===== src/hw/ledpwm_pkg.sv =====
// package: register map, field layout and timing constants of the led/pwm block
package ledpwm_pkg;

   // clock and time base
   localparam int     CLK_PERIOD_NS   = 8;
   localparam longint LED_TICK_NS     = 62_500_000;  // shortest led on time, 62.5 ms
   localparam int     LED_TICK_CYCLES = int'(LED_TICK_NS / CLK_PERIOD_NS);
   localparam longint PWM_PERIOD_NS   = 2_000_000;   // 500 Hz base rate
   localparam int     PWM_BASE_CYCLES = int'(PWM_PERIOD_NS / CLK_PERIOD_NS);
   localparam int     PWM_STEPS_LOG2  = 8;           // duty in steps of 1/256

   // bus geometry: byte address, one register per aligned word
   localparam int ADDR_W = 10;
   localparam int DATA_W = 32;

   // register indexes; byte address is four times the index
   localparam logic [7:0] IDX_LED_INTERVAL = 8'h6C;
   localparam logic [7:0] IDX_LED_SHAPE    = 8'h6D;
   localparam logic [7:0] IDX_PWM_RATE     = 8'h6E;
   localparam logic [7:0] IDX_PWM_FRAC     = 8'h6F;
   localparam logic [7:0] IDX_SCRATCH      = 8'h70;
   localparam logic [7:0] IDX_REVISION     = 8'h80;

   // field positions
   localparam int FIRST_INTERVAL_LSB  = 0;
   localparam int SECOND_INTERVAL_LSB = 3;
   localparam int FIRST_WIDTH_LSB     = 0;
   localparam int SECOND_WIDTH_LSB    = 2;
   localparam int FIRST_DOUBLE_BIT    = 4;
   localparam int SECOND_DOUBLE_BIT   = 5;
   localparam int BOOT_READ_BIT       = 7;

   // writable bits of each register; the rest read as zero
   localparam logic [7:0] MASK_LED_INTERVAL = 8'h3F;
   localparam logic [7:0] MASK_LED_SHAPE    = 8'h3F;
   localparam logic [7:0] MASK_PWM_RATE     = 8'h03;
   localparam logic [7:0] MASK_FULL         = 8'hFF;

   // reset value of every register
   localparam logic [7:0] REG_RESET = 8'h00;

endpackage


===== src/hw/led_pulse_and_pwm_generator.sv =====
// top: register slave on avalon-mm, two led pulse generators and one pwm
//
// Overview of operation
// - second led double mode: on, off, on for on time each, then dark.
// - second led single mode: one on pulse per period, then dark.
// - first led double mode: on, off, on for on time each, then dark.
// - first led single mode: one on pulse per period, then dark.
// - second led width code 0..3 gives 62.5, 125, 250, 500 ms.
// - first led width code in bits 1:0 gives 62.5 to 500 ms.
// - pwm rate code 0..3 gives 500, 250, 125, 62.5 Hz.
// - pwm high fraction is code over 256, never fully high.
// - scratch register stores and returns any byte, resets to zero.
// - revision register cleared only by full reset, not general reset.
// - revision bit 7 is a writable boot read enable, default zero.
// - revision bits 3:0 are a fixed read-only code, writes ignored.
// - led period code 0 keeps led dark, others give 0.125 s to 8 s.
`timescale 1ns/10ps
module led_pulse_and_pwm_generator #(
   parameter int         LED_TICK_CYCLES  = ledpwm_pkg::LED_TICK_CYCLES,
   parameter int         PWM_BASE_CYCLES  = ledpwm_pkg::PWM_BASE_CYCLES,
   parameter logic [3:0] SILICON_REVISION = 4'hA  // arbitrary value
) (
   input  wire logic                          clk_sys,
   input  wire logic                          rst,
   input  wire logic                          general_rst,
   input  wire logic [ledpwm_pkg::ADDR_W-1:0] avs_address,
   input  wire logic                          avs_read,
   input  wire logic                          avs_write,
   input  wire logic [ledpwm_pkg::DATA_W-1:0] avs_writedata,
   input  wire logic [3:0]                    avs_byteenable,
   output logic      [ledpwm_pkg::DATA_W-1:0] avs_readdata,
   output logic                               avs_waitrequest,
   output logic                               first_led_out,
   output logic                               second_led_out,
   output logic                               pwm_out,
   output logic                               boot_mode_read_enable
);

   // bus handshake: one cycle to look, one cycle to answer
   typedef enum logic {
      BUS_IDLE,
      BUS_ACK
   } bus_state_t;

   typedef struct packed {
      bus_state_t  bus;
      logic        waitreq;
      logic [7:0]  rdata;
      // software registers
      logic [7:0]  led_interval;
      logic [7:0]  led_shape;
      logic [7:0]  pwm_rate;
      logic [7:0]  pwm_frac;
      logic [7:0]  scratch;
      logic        boot_read;
      // shared 62.5 ms time base
      logic [31:0] tick_cnt;
      logic        tick;
      // pwm engine
      logic [31:0] pwm_cnt;
      logic [31:0] pwm_period;
      logic [31:0] pwm_high;
      logic        pwm;
   } top_state_t;

   top_state_t st;
   top_state_t next_st;

   logic [7:0] reg_index;
   logic       first_led;
   logic       second_led;

   // word index of the access; the two low address bits are dropped, only byte lane 0 is used and byteenable[0] gates writes
   assign reg_index = avs_address[ledpwm_pkg::ADDR_W-1:2];

   // pwm period in clocks: base period doubled once per rate step
   function automatic logic [31:0] pwm_period_of(input logic [1:0] code);
      pwm_period_of = 32'(PWM_BASE_CYCLES) << code;
   endfunction

   // high time in clocks: period scaled by code/256, rounded down
   function automatic logic [31:0] pwm_high_of(input logic [31:0] period,
                                               input logic [7:0]  frac);
      logic [39:0] prod;
      prod        = {8'h00, period} * {32'h00000000, frac};
      pwm_high_of = prod[ledpwm_pkg::PWM_STEPS_LOG2 +: 32];
   endfunction

   // register read view; reserved bits and unmapped words read zero
   function automatic logic [7:0] read_view(input logic [7:0] idx,
                                            input top_state_t s);
      case (idx)
         ledpwm_pkg::IDX_LED_INTERVAL: begin
            read_view = s.led_interval;
         end
         ledpwm_pkg::IDX_LED_SHAPE: begin
            read_view = s.led_shape;
         end
         ledpwm_pkg::IDX_PWM_RATE: begin
            read_view = s.pwm_rate;
         end
         ledpwm_pkg::IDX_PWM_FRAC: begin
            read_view = s.pwm_frac;
         end
         ledpwm_pkg::IDX_SCRATCH: begin
            read_view = s.scratch;
         end
         ledpwm_pkg::IDX_REVISION: begin
            read_view = {s.boot_read, 3'h0, SILICON_REVISION};
         end
         default: begin
            read_view = 8'h00;
         end
      endcase
   endfunction

   // next state of bus slave, registers, time base and pwm
   always_comb begin
      next_st = st;

      // avalon slave: waitrequest drops one cycle after the request is seen
      case (st.bus)
         BUS_IDLE: begin
            next_st.waitreq = 1'b1;
            if (avs_read || avs_write) begin
               next_st.bus     = BUS_ACK;
               next_st.waitreq = 1'b0;
               next_st.rdata   = read_view(reg_index, st);
            end
         end
         BUS_ACK: begin
            // the write lands on the edge that sees waitrequest low
            next_st.bus     = BUS_IDLE;
            next_st.waitreq = 1'b1;
            if (avs_write && avs_byteenable[0]) begin
               case (reg_index)
                  ledpwm_pkg::IDX_LED_INTERVAL: begin
                     next_st.led_interval = avs_writedata[7:0] &
                                            ledpwm_pkg::MASK_LED_INTERVAL;
                  end
                  ledpwm_pkg::IDX_LED_SHAPE: begin
                     next_st.led_shape = avs_writedata[7:0] &
                                         ledpwm_pkg::MASK_LED_SHAPE;
                  end
                  ledpwm_pkg::IDX_PWM_RATE: begin
                     next_st.pwm_rate = avs_writedata[7:0] &
                                        ledpwm_pkg::MASK_PWM_RATE;
                  end
                  ledpwm_pkg::IDX_PWM_FRAC: begin
                     next_st.pwm_frac = avs_writedata[7:0] &
                                        ledpwm_pkg::MASK_FULL;
                  end
                  ledpwm_pkg::IDX_SCRATCH: begin
                     next_st.scratch = avs_writedata[7:0];
                  end
                  ledpwm_pkg::IDX_REVISION: begin
                     // only the enable bit takes a write; the code is fixed
                     next_st.boot_read =
                        avs_writedata[ledpwm_pkg::BOOT_READ_BIT];
                  end
                  default: begin
                     next_st.bus = BUS_IDLE;  // unmapped: write dropped
                  end
               endcase
            end
         end
         default: begin
            next_st.bus     = BUS_IDLE;
            next_st.waitreq = 1'b1;
         end
      endcase

      // one-cycle tick every 62.5 ms drives both led generators
      next_st.tick = 1'b0;
      if (st.tick_cnt + 32'h00000001 >= 32'(LED_TICK_CYCLES)) begin
         next_st.tick_cnt = 32'h00000000;
         next_st.tick     = 1'b1;
      end else begin
         next_st.tick_cnt = st.tick_cnt + 32'h00000001;
      end

      // pwm: rate and fraction are latched at the period end, so a write
      // mid-period neither shortens nor stretches the current pulse
      if (st.pwm_cnt + 32'h00000001 >= st.pwm_period) begin
         next_st.pwm_cnt    = 32'h00000000;
         next_st.pwm_period = pwm_period_of(st.pwm_rate[1:0]);
         next_st.pwm_high   = pwm_high_of(next_st.pwm_period,
                                          st.pwm_frac);
      end else begin
         next_st.pwm_cnt = st.pwm_cnt + 32'h00000001;
      end
      // high fraction is at most 255/256, so the output always drops once
      next_st.pwm = next_st.pwm_cnt < next_st.pwm_high;

      // general reset clears led and pwm control but leaves the scratch and
      // revision registers, which belong to the full reset only
      if (general_rst) begin
         next_st.led_interval = ledpwm_pkg::REG_RESET;
         next_st.led_shape    = ledpwm_pkg::REG_RESET;
         next_st.pwm_rate     = ledpwm_pkg::REG_RESET;
         next_st.pwm_frac     = ledpwm_pkg::REG_RESET;
         next_st.pwm_cnt      = 32'h00000000;
         next_st.pwm_period   = 32'h00000000;
         next_st.pwm_high     = 32'h00000000;
         next_st.pwm          = 1'b0;
      end
   end

   // full reset: every field to its documented value
   always_ff @(posedge clk_sys or posedge rst) begin
      if (rst) begin
         st         <= '0;
         st.waitreq <= 1'b1;
         st.bus     <= BUS_IDLE;
      end else begin
         st <= next_st;
      end
   end

   // first led generator
   led_pulse_unit first_unit (
      .clk_sys       (clk_sys),
      .rst           (rst),
      .general_rst   (general_rst),
      .tick          (st.tick),
      .interval_code (st.led_interval[ledpwm_pkg::FIRST_INTERVAL_LSB +: 3]),
      .width_code    (st.led_shape[ledpwm_pkg::FIRST_WIDTH_LSB +: 2]),
      .double_pulse  (st.led_shape[ledpwm_pkg::FIRST_DOUBLE_BIT]),
      .led_on        (first_led)
   );

   // second led generator
   led_pulse_unit second_unit (
      .clk_sys       (clk_sys),
      .rst           (rst),
      .general_rst   (general_rst),
      .tick          (st.tick),
      .interval_code (st.led_interval[ledpwm_pkg::SECOND_INTERVAL_LSB +: 3]),
      .width_code    (st.led_shape[ledpwm_pkg::SECOND_WIDTH_LSB +: 2]),
      .double_pulse  (st.led_shape[ledpwm_pkg::SECOND_DOUBLE_BIT]),
      .led_on        (second_led)
   );

   // outputs, each straight from a flip-flop
   assign avs_readdata          = {24'h000000, st.rdata};
   assign avs_waitrequest       = st.waitreq;
   assign first_led_out         = first_led;
   assign second_led_out        = second_led;
   assign pwm_out               = st.pwm;
   assign boot_mode_read_enable = st.boot_read;

endmodule


===== src/hw/led_pulse_unit.sv =====
// one led on/off pulse generator, counting in 62.5 ms ticks
`timescale 1ns/10ps
module led_pulse_unit (
   input  wire logic       clk_sys,
   input  wire logic       rst,
   input  wire logic       general_rst,
   input  wire logic       tick,
   input  wire logic [2:0] interval_code,
   input  wire logic [1:0] width_code,
   input  wire logic       double_pulse,
   output logic            led_on
);

   typedef struct packed {
      logic [7:0] pos;      // ticks into the current period
      logic [7:0] period;   // latched period in ticks, 0 = off
      logic [7:0] on_len;   // latched on time in ticks
      logic       dbl;      // latched double pulse select
      logic       led;
   } unit_state_t;

   unit_state_t st;
   unit_state_t next_st;

   // code 0 keeps the led dark; code n gives 2^n ticks (0.125 s .. 8 s)
   function automatic logic [7:0] period_ticks(input logic [2:0] code);
      period_ticks = (code == 3'h0) ? 8'h00 : 8'(8'h01 << code);
   endfunction

   // settings are taken only at a period boundary so a write never glitches
   always_comb begin
      next_st = st;
      if (tick) begin
         if (st.period == 8'h00 || st.pos >= st.period - 8'h01) begin
            next_st.pos    = 8'h00;
            next_st.period = period_ticks(interval_code);
            next_st.on_len = 8'(8'h01 << width_code);
            next_st.dbl    = double_pulse;
         end else begin
            next_st.pos = st.pos + 8'h01;
         end
      end
      // on, off, on for one on time each, then dark; a long on time is cut
      // short by the period end
      next_st.led = (next_st.period != 8'h00) &&
                    ((next_st.pos < next_st.on_len) ||
                     (next_st.dbl &&
                      next_st.pos >= 8'(next_st.on_len * 8'h02) &&
                      next_st.pos <  8'(next_st.on_len * 8'h03)));
      if (general_rst) begin
         next_st = '0;
      end
   end

   always_ff @(posedge clk_sys or posedge rst) begin
      if (rst) begin
         st <= '0;
      end else begin
         st <= next_st;
      end
   end

   assign led_on = st.led;

endmodule


===== config.mk =====
export PLATFORM = sky130hd
export DESIGN_NAME = led_pulse_and_pwm_generator
export DESIGN_NICKNAME = d
export VERILOG_FILES = /design/src/hw/ledpwm_pkg.sv /design/src/hw/led_pulse_and_pwm_generator.sv /design/src/hw/led_pulse_unit.sv
export SDC_FILE = /design/constraint.sdc
export NUM_CORES = 1
export LEC_CHECK = 0
export BUFFER_PORTS_ARGS = -buffer_cell sky130_fd_sc_hd__buf_4
export CORE_MARGIN = 1.5
export CORE_UTILIZATION = 26
export DETAILED_ROUTE_END_ITERATION = 7
export SYNTH_ARGS = -nofsm -noshare
export SYNTH_HDL_FRONTEND = slang
export SYNTH_SLANG_ARGS = --single-unit

===== constraint.sdc =====
create_clock -name clk_sys -period 6.4 [get_ports clk_sys]
set_clock_uncertainty 0.2 [all_clocks]
set_input_delay 0.32 -clock clk_sys [delete_from_list [all_inputs] [get_ports clk_sys]]
set_output_delay 0.32 -clock clk_sys [all_outputs]
set_load 0.05 [all_outputs]

Word-level counts from Yosys, hierarchy flattened
Cells that the tools add are included. W data, S select, Z words.

Add/subtract/negate cells: 6. Multipliers: 3. Order comparisons: 11. Equality and inequality tests: 6. Shift operators: 5. Mux-type cells: 27. Bitwise logic cells: 1. Reduce and logical (&&, ||, !) cells: 32.

Operators with widths (number): $mux W97 (1); $mux W32 (3); $mux W41 (2); $mux W8 (9); $add A32 B1 Y32 const B (2); $mux W64 (1); $mux W26 (2); $mux W25 (2); $pmux W8 S6 (1); $eq A8 B7 Y1 const B (5); $mul A32 B8 Y40 (1); $mux W17 (2); $ge A32 B23 Y1 const B (1); $ge A32 B32 Y1 (1); $ge A8 B8 Y1 (4); $lt A32 B32 Y1 (1); $lt A8 B8 Y1 (4); $shl A18 B2 Y32 const A (1); $reduce_and A3 Y1 (6); $add A8 B1 Y8 const B (2); $logic_not A8 Y1 (2); $mul A8 B2 Y8 const B (2); $reduce_bool A8 Y1 (2); $shl A1 B2 Y8 const A (2); other kinds (12) (32).

Flip-flop bits (word level): 233. Input port bits: 51. Output and inout port bits: 37. Word-level logic and storage cells: 116.

Depth between registers and ports, before layout
Gate-level depths: netlist (run 1).

Depth in word-level cells: 11. Mapped depth: 32. Depth with buffers taken out: 30.

Modules after synthesis
Synthesis (run 1) repeated with hierarchy kept, for this count alone.

Cell total of the unflattened synthesis: 1939. Area, all modules: 17436.7 sq um.

By module, submodules not included: led_pulse_and_pwm_generator (instances 1, cells an instance 1361, area an instance 12529.5 sq um, seq. area each 3754.9 sq um); led_pulse_unit (instances 2, cells an instance 289, area an instance 2453.6 sq um, seq. area each 650.6 sq um).

Worst setup path before layout (run 1)
No wires, ideal clock.

Path kind: register to register. Start: register st[148] in the netlist's numbering. End: register st, in the netlist pwm_out. Library setup time: 0.087 ns. Arrival: 6.678 ns. Path slack: -0.565 ns. Stages on the path, launching flop included: 31. Buffers on the path: 2. Cells stage by stage: dfrtp_1 -> clkbuf_1 -> inv_1 -> ha_1 -> clkbuf_1 -> and2_1 -> fa_1 -> inv_1 -> fa_1 -> inv_1 -> fa_1 -> inv_1 -> fa_1 -> inv_1 -> ha_1 -> o21a_1 -> o31ai_1 -> o31ai_1 -> o21ai_0 -> o21ai_0 -> xnor2_1 -> mux2i_1 -> ha_1 -> nand3_1 -> nor2_1 -> nand2_1 -> nor3_1 -> a221o_1 -> o31ai_1 -> o311ai_0 -> a22oi_1.

RTL lines: start, declared (RTL line led_pulse_and_pwm_generator.sv:66) `top_state_t st;`; start signal, assigned (RTL line led_pulse_and_pwm_generator.sv:216) `st <= next_st;`.

==> impl_metrics.toml, run 1 <==
[sta]
fin_crit_ns = 6.480
hold_slack_ns = 0.05474
setup_violations = 1
worstMarginPinSlew_ns = 1.091
post-route-period-util_pct = 101.2
relSlewSlack_pct = 27.28
hold_viol = 0
worst_slack_ns = -0.07953
slew_violations = 0
rsz0062_at_grt = "yes"
timing.fmax_mhz = 154.3

[global_route]
grt_pass1_vias = 14120
use_met1_pct = 16.78
grt_use_total_pct = 12.72
grt_max_degree = 128
grt_pass1_wl_um = 70750
met2_usage_pct = 21.89
overflow = 0
antenna_found_initial = 0
met3_usage_pct = 1.875
top_usage_layer = "met2"

[layout]
final_cell_mix = "214 x nor2_1, 200 x dfrtp_1, 197 x inv_1"
syn_to_final_growth_pct = 21.95
layout_commonest_cell = "nor2_1"
nFillCells = 6574
nets = 2364
drive_gt1_share_pct = 18.05

[worst_setup_path]
crit_slowest_cell = "fa_1"
worst_path_most_repeated_cell = "fa_1"
crit_buf_inv = 7
cp.required_ns = 6.66
rr_startpoint = "st[147]"
critical_path_class = "reg -> reg"
max_stage_delay_ns = 0.53
crit_path_start_kind = "flip-flop"
worstPathArrival_ns = 6.74
cp_max_fo = 7
crit_start = "st[147]"
crit_path_end_kind = "flip-flop"
crit_family = "adder cells"

[run]
drv_cap = 0

[yosys]
synth_top_cell_by_area = "dfrtp_1"
synth_cell_type_count = 82
netlist_area_sq_um = 16900
yosysWarningCount = 0
async_reset_ff_share_pct = 100.0
synth_top_cell_area_share_pct = 29.76
ys_ff_latch = 202
seq_area_frac_synth_pct = 29.91
synth-edff-count = 0
syn_inst = 1866
ys.flop_type = "dfrtp_1"
avgSynthCellArea_sq_um = 9.059
synth_area_leaders = "dfrtp_1 30%, ha_1 14%, fa_1 9.5%"

[clock_network]
ctsRootBufferMaster = "clkbuf_16"
htreeDepth = 1
cts_tree = "done"
cts.clk_slew.worst_paths_ns = 0.06
numCtsBuffers = 26
clk_latency_ns = 0.57
clockBufferDepth = 3
clock_sinks = 202

[power_and_ir_drop]
ir_drop_mv = 0.1972
powerDensity_nw_per_um2 = 140.2
power_mw = 2.890
total_leakage_power_nw = 10.32

[detailed_routing]
drtPass1Iterations = 5
viasPerCell = 4.620
routed_wirelength_um = 42420
postRouteAntennaNets = 0
drt_iter0_drc = 838
vias = 13500
drc = 0
routedWlPerCell_um = 14.51

[floorplanning]
core_area_sq_um = 64350
die-area_sq_um = 66550
initial_core_util_pct = 26.27
die_height_um = 258.0
core.rowCount = 93
io_pins = 88
die_x_um = 258.0

[worst_hold_path]
min-delay-path-class = "in -> reg"
worstHoldStart = "avs_address[3]"

[placed_design]
portBuffers = 34
gp_congestion = 0.8455
dp_hpwl_um = 32470

[status]
violations = "negative setup slack"
status = "finished, violations left"
[power by group]
group | total, mW | switching [mW] | internal, mW
Sequential | 1.30 | 0.00938 | 1.29
Combinational | 0.145 | 0.109 | 0.0358
Clock | 1.45 | 0.605 | 0.840
Total | 2.89 | 0.723 | 2.17
[stage by stage]
step	instance area, sq um	utilization, %	setup TNS [ns]	instances	setup slack (ns)
5_1_grt	20610	32.03	-0.4353	2922	-0.4115
3_3_place_gp	18960	29.46	-0.4104	2838	-0.4104
2_1_floorplan	17230	-	0	1920	0.004866
3_5_place_dp	18960	29.46	-0.5087	2838	-0.5087
6_report	20610	32.03	-0.07953	2923	-0.07953
4_1_cts	20460	31.80	-0.1875	2916	-0.1875
[cell families after synthesis]
kind of cell	share of synthesized area, %
AND/OR/NAND/NOR	18.33
buffers and inverters	7.890
AO/OA/AOI/OAI	11.94
adder cells (fa/ha/maj)	23.17
flip-flops	29.91
XOR/XNOR	4.870
multiplexers	3.864
other	0.02218
[sequential cells by signal (all words and copies together), names as in the netlist]
name,flops
st,139
first_unit.st,25
second_unit.st,25
avs_readdata,8
avs_waitrequest,1
boot_mode_read_enable,1
first_unit.led_on,1
pwm_out,1
second_unit.led_on,1
[synthesized netlist by cell type (all sizes together), types with 29 or more instances]
cell type and instances:
xor2 36, a21o 39, nor2 220, inv 211
o21ai 38, and2 39, clkbuf 53, ha 185
buf 47, nand2 140, xnor2 58, mux2i 45
and3 29, dfrtp 201, fa 80, a21oi 92
nand3 50
[worst paths after layout]
kind	depth (start not counted)	slack [ns]	end
max	30	-0.08	pwm_out
max reg2reg	30	-0.08	pwm_out
min reg2reg	2	0.28	avs_readdata[1]
min in group asynchronous	3	0.24	second_unit.st[8]
max in group asynchronous	4	4.16	st[11]
min	4	0.05	st[147]
[metal layers]
metal | vias up | share of wire, %
li1 | 6642 | -
met1 | 6627 | 47
met2 | 181 | 48
met3 | 54 | 3.0
met4 | 0 | 2.0
met5 | - | 0
[layout make-up]
class,count,area [sq um],area share (%)
multi-input cells,1407,11270,54.66
well taps,855,1070,5.190
diodes,1,2.502,0.01214
repair buffers,200,1559,7.563
clock inverters,14,136.4,0.6616
clock buffers,33,716.9,3.478
flip-flops and latches,202,5057,24.53
inverters,211,804.5,3.903
[tightest hold or removal path: cells and delay by family]
| kind | cells | cell delay [ns] |
|---|---|---|
| buf+inv | 1 | 0.15 |
| mux | 1 | 0.09 |
| simple gates | 2 | 0.21 |
[timing repair]
item | in CTS | in global routing
setup endpoints to repair | 1 | 3
buffers inserted | 20 | 6
endpoints found under the hold margin | 157 | 0
hold buffers | 11 | 0
resized for setup | 90 | 28
pin swaps | 83 | 40
Power figures use the tool's default switching activity.
==> run 2: changes to the inputs <==
--- a/config.mk
+++ b/config.mk
@@ -7,8 +7,9 @@
 export LEC_CHECK = 0
 export BUFFER_PORTS_ARGS = -buffer_cell sky130_fd_sc_hd__buf_4
 export CORE_MARGIN = 1.5
-export CORE_UTILIZATION = 26
+export CORE_UTILIZATION = 55
 export DETAILED_ROUTE_END_ITERATION = 7
+export PLACE_DENSITY = 0.76
 export SYNTH_ARGS = -nofsm -noshare
 export SYNTH_HDL_FRONTEND = slang
 export SYNTH_SLANG_ARGS = --single-unit
==> impl_metrics.toml, run 2 (synthesized netlist as in run 1, its figures left out) <==
[clock_network]
numCtsBuffers = 24
htreeDepth = 1
ctsRootBufferMaster = "clkbuf_16"
clk_latency_ns = 0.53
clockBufferDepth = 3
clock_sinks = 202
cts.clk_slew.worst_paths_ns = 0.06
cts_tree = "done"

[worst_setup_path]
cp_max_fo = 5
crit_path_end_kind = "flip-flop"
worstPathArrival_ns = 6.71
reg2reg_depth = 26
r2r-end = "pwm_out"
crit_slowest_cell = "fa_1"
cp.required_ns = 6.58
crit_path_start_kind = "flip-flop"
max_stage_delay_ns = 0.55
crit_family = "adder cells"
critical_path_class = "reg -> reg"
rr_startpoint = "st[148]"
worst_path_most_repeated_cell = "fa_1"
rrSetupSlack_ns = -0.13
crit_buf_inv = 5

[status]
violations = "negative setup slack"
status = "finished, violations left"

[sta]
rsz0062_at_grt = "yes"
worstMarginPinSlew_ns = 0.9503
worst_slack_ns = -0.1314
slew_violations = 0
post-route-period-util_pct = 102.1
fin_crit_ns = 6.531
timing.fmax_mhz = 153.1
relSlewSlack_pct = 36.52
setup_violations = 1
hold_viol = 0

[detailed_routing]
drt_iter0_drc = 744
drtPass1Iterations = 5
postRouteAntennaNets = 0
vias = 13700
viasPerCell = 5.600
drc = 0
routedWlPerCell_um = 16.22
routed_wirelength_um = 39690

[layout]
layout_commonest_cell = "nor2_1"
num_antenna_cells = 0
final_core_util_pct = 64.84
fin_cells = 2447
syn_to_final_growth_pct = 16.72
multi_input_area_sq_um = 11150
nFillCells = 2457
largest_registers = "st (139), first_unit.st (25), second_unit.st (25)"
seqCellArea_sq_um = 5057
top_register = "st"
largest_reg_flops = 139
nets = 2349
final_cell_mix = "216 x nor2_1, 203 x inv_1, 200 x dfrtp_1"
drive_gt1_share_pct = 15.94

[floorplanning]
core.rowCount = 64
die_x_um = 178.3
io_pins = 88
die_height_um = 178.3
die-area_sq_um = 31790
initial_core_util_pct = 55.55
core_area_sq_um = 30430

[worst_hold_path]
min-delay-path-class = "in -> reg"
hold_depth = 4
worstHoldEndpoint = "st[148]"
worstHoldStart = "avs_address[3]"

[global_route]
grt_pass1_wl_um = 65850
grt_pass1_vias = 13960
antenna_found_initial = 0
overflow = 0
grt_use_total_pct = 25.33
grt_max_degree = 137

[power_and_ir_drop]
powerDensity_nw_per_um2 = 140.9
p_sw_share_pct = 24.41
p_seq_share_pct = 46.7
power_frac_clock_pct = 48.1
total_leakage_power_nw = 10.21
ir_drop_mv = 0.2320
p_comb_share_pct = 5.1
p_int_mw = 2.101
switchingPower_mw = 0.6786

[placed_design]
dp_hpwl_um = 29390
portBuffers = 34
dp.cells = 2377
gp_congestion = 0.9370

[run]
drv_cap = 0
==> run 2: changes by cell type in the layout (fill, tap and decap cells not counted), moves of 3 or more <==
cell / before / now
buf_4: 182 / 171
inv_1: 197 / 203
inv_2: 12 / 6
nand2_1: 130 / 136
nand2_2: 8 / 2
clkinv_2: 8 / 3
clkbuf_8: 4 / 7
ha_1: 167 / 170
==> run 2: worst max-delay path by stage <==
stage / startpoint / end / slack (ns) / cells after the start
detailed placement: st[147] / pwm_out / -0.47 / 29
floorplan: st[148] / pwm_out / 0.005 / 30
finish: st[148] / pwm_out / -0.13 / 26
global route: st[147] / pwm_out / -0.43 / 28
global placement: st[148] / pwm_out / -0.32 / 27
CTS: st[147] / pwm_out / -0.13 / 30
==> run 2: what timing repair did <==
item,in CTS,in global routing
pin swaps,64,15
buffers inserted,14,0
gates resized for setup,63,15
hold endpoints to repair,178,0
hold buffers,12,0
endpoints found under the setup margin,1,3
==> run 2: area by class of cell <==
cell class | count | share of cell area, %
inverter | 211 | 4.078
clock buffer | 36 | 3.627
sequential | 202 | 25.63
multi-input combinational | 1407 | 56.49
tap | 396 | 2.511
clock inverter | 8 | 0.3171
timing repair buffer | 187 | 7.344
==> run 2: power groups by stage <==
stage	clock network (mW)	logic, mW	registers [mW]
finish	1.34	0.143	1.30
global route	1.41	0.158	1.30
CTS	1.35	0.142	1.30
detailed placement	0	0.135	1.32
global placement	0	0.133	1.32
floorplan	0	0.105	1.32
==> run 2: stage by stage <==
step,setup TNS [ns],setup WS [ns],total power [mW],hold slack (ns),cell area (sq um)
final,-0.1314,-0.1314,2.780,0.09329,19730
after floorplan,0,0.004866,1.430,0.2268,17230
after global placement,-0.3167,-0.3167,1.454,0.2613,18370
after CTS,-0.1255,-0.1255,2.796,0.06415,19660
after detailed placement,-0.4657,-0.4657,1.458,0.2745,18370
after global routing,-0.4265,-0.4265,2.870,0.1182,19730
==> run 2: routing by layer <==
| layer | share of wire [%] | global-route usage [%] | vias to the layer above |
|---|---|---|---|
| met5 | 0 | 0 | - |
| met2 | 51 | 45.17 | 266 |
| met4 | 2.3 | 7.257 | 0 |
| met3 | 3.7 | 3.303 | 73 |
| met1 | 43 | 32.05 | 6766 |
| li1 | - | - | 6598 |
==> run 2: worst min-delay path: stages <==
cell and delay, ns:
buf_4 0.15, nand3_1 0.13, mux2i_1 0.10, nor2_1 0.08
==> run 3: changes to the inputs <==
--- a/config.mk
+++ b/config.mk
@@ -9,7 +9,7 @@
 export CORE_MARGIN = 1.5
 export CORE_UTILIZATION = 55
 export DETAILED_ROUTE_END_ITERATION = 7
-export PLACE_DENSITY = 0.76
+export PLACE_DENSITY = 0.85
 export SYNTH_ARGS = -nofsm -noshare
 export SYNTH_HDL_FRONTEND = slang
 export SYNTH_SLANG_ARGS = --single-unit
==> impl_metrics.toml, run 3 (synthesized netlist as in run 1, its figures left out) <==
[status]
status = "finished, violations left"
violations = "negative setup slack"

[power_and_ir_drop]
powerDensity_nw_per_um2 = 141.8
ir_drop_mv = 0.1923
total_leakage_power_nw = 10.19

[layout]
final_cell_mix = "216 x nor2_1, 199 x dfrtp_1, 195 x inv_1"
nFillCells = 2215
syn_to_final_growth_pct = 17.22
seqCellArea_sq_um = 5059
largest_reg_flops = 139
drive_gt1_share_pct = 17.20
largest_registers = "st (139), first_unit.st (25), second_unit.st (25)"
multi_input_area_sq_um = 11230
top_register = "st"
nets = 2345
num_antenna_cells = 0
layout_commonest_cell = "nor2_1"
fin_cells = 2443
final_core_util_pct = 65.12

[floorplanning]
io_pins = 88
initial_core_util_pct = 55.55
core_area_sq_um = 30430
die-area_sq_um = 31790
core.rowCount = 64
die_height_um = 178.3
die_x_um = 178.3

[clock_network]
clk_latency_ns = 0.55
ctsRootBufferMaster = "clkbuf_16"
clockBufferDepth = 3
numCtsBuffers = 24
clock_sinks = 202
cts.clk_slew.worst_paths_ns = 0.07
htreeDepth = 1
cts_tree = "done"

[sta]
slew_violations = 0
worstMarginPinSlew_ns = 0.9787
setup_violations = 1
timing.fmax_mhz = 150.9
rsz0062_at_grt = "yes"
hold_viol = 0
fin_crit_ns = 6.628
post-route-period-util_pct = 103.6
worst_slack_ns = -0.2280
relSlewSlack_pct = 34.62

[detailed_routing]
drc = 0
postRouteAntennaNets = 0
routed_wirelength_um = 41430
drt_iter0_drc = 942
vias = 14100
routedWlPerCell_um = 16.96
drtPass1Iterations = 5
viasPerCell = 5.772

[worst_hold_path]
worstHoldEndpoint = "st[147]"
worstHoldStart = "avs_address[3]"
hold_depth = 4
min-delay-path-class = "in -> reg"

[worst_setup_path]
r2r-end = "pwm_out"
rrSetupSlack_ns = -0.23
worstPathArrival_ns = 6.83
cp.required_ns = 6.60
crit_path_start_kind = "flip-flop"
reg2reg_depth = 27
cp_max_fo = 6
critical_path_class = "reg -> reg"
crit_slowest_cell = "fa_1"
max_stage_delay_ns = 0.60
crit_path_end_kind = "flip-flop"
rr_startpoint = "st[148]"

[placed_design]
dp_slack_ns = -0.4528
portBuffers = 34
gp_congestion = 0.8938
dp.cells = 2368
dp_hpwl_um = 30070

[global_route]
antenna_found_initial = 0
grt_use_total_pct = 26.02
overflow = 0
grt_pass1_wl_um = 67090
grt_max_degree = 139
grt_pass1_vias = 14250

[run]
drv_cap = 0
[run 3: cell count changes in the layout (fill, tap and decap cells not counted), moves of 3 or more]
cell / change
nand2_1: -10
nand2_2: +9
inv_1: -8
buf_4: -7
inv_2: +7
and2_4: +5
clkbuf_8: -5
and2_1: -4
clkbuf_1: +4
buf_6: +3
clkinvlp_4: -3
ha_1: -3
[run 3: layout make-up]
| cell class | instances | share of cell area [%] |
|---|---|---|
| multi-input cells | 1407 | 56.70 |
| flip-flops and latches | 202 | 25.53 |
| repair buffers | 183 | 7.217 |
| inverters | 211 | 4.073 |
| clock buffers | 35 | 3.340 |
| well taps | 396 | 2.500 |
| clock inverters | 9 | 0.6441 |
[run 3: timing repair]
item | in CTS | in global routing
hold endpoints to repair | 183 | 0
gates resized for setup | 75 | 44
setup endpoints to repair | 1 | 3
hold buffers | 12 | 0
pin swaps | 64 | 44
buffers inserted | 13 | 6
[run 3: worst max-delay path by stage]
stage | start | endpoint | cells past startpoint | slack [ns]
2_1_floorplan | st[148] | pwm_out | 30 | 0.005
3_3_place_gp | st[148] | pwm_out | 27 | -0.26
3_5_place_dp | st[148] | pwm_out | 27 | -0.45
4_1_cts | st[147] | pwm_out | 28 | -0.16
5_1_grt | st[148] | pwm_out | 29 | -0.43
6_report | st[148] | pwm_out | 27 | -0.23
[run 3: layer usage]
metal / share of wire [%] / GRT usage [%] / up-vias / wire, um
met5: 0 / 0 / - / 0
met4: 3.9 / 11.25 / 0 / 1629
met3: 5.1 / 4.476 / 140 / 2097
met2: 50 / 45.27 / 430 / 20850
met1: 41 / 31.70 / 6931 / 16860
li1: - / - / 6601 / -
[run 3: through the flow]
step	area [sq um]	setup TNS, ns	total power [mW]	hold WS (ns)
4_1_cts	19610	-0.1610	2.822	0.03798
3_5_place_dp	18300	-0.4528	1.458	0.2657
2_1_floorplan	17230	0	1.430	0.2268
3_3_place_gp	18300	-0.2572	1.453	0.2516
5_1_grt	19820	-0.4327	2.900	0.08272
6_report	19820	-0.2280	2.810	0.07230
[run 3: power breakdown]
group / switching [mW] / total (mW) / leakage (nW) / internal, mW
logic: 0.108 / 0.144 / 7.07 / 0.0356
registers: 0.00988 / 1.30 / 2.74 / 1.29
clock network: 0.561 / 1.37 / 0.385 / 0.806
[run 3: critical path: cells and delay by family (launching register included)]
kind,cells,cell delay [ns]
AOI/OAI and AO/OA,8,1.22
muxes,1,0.19
buffers and inverters,6,0.66
and+or+nand+nor,5,1.00
DFF,1,0.47
adders and majority gates,7,2.77
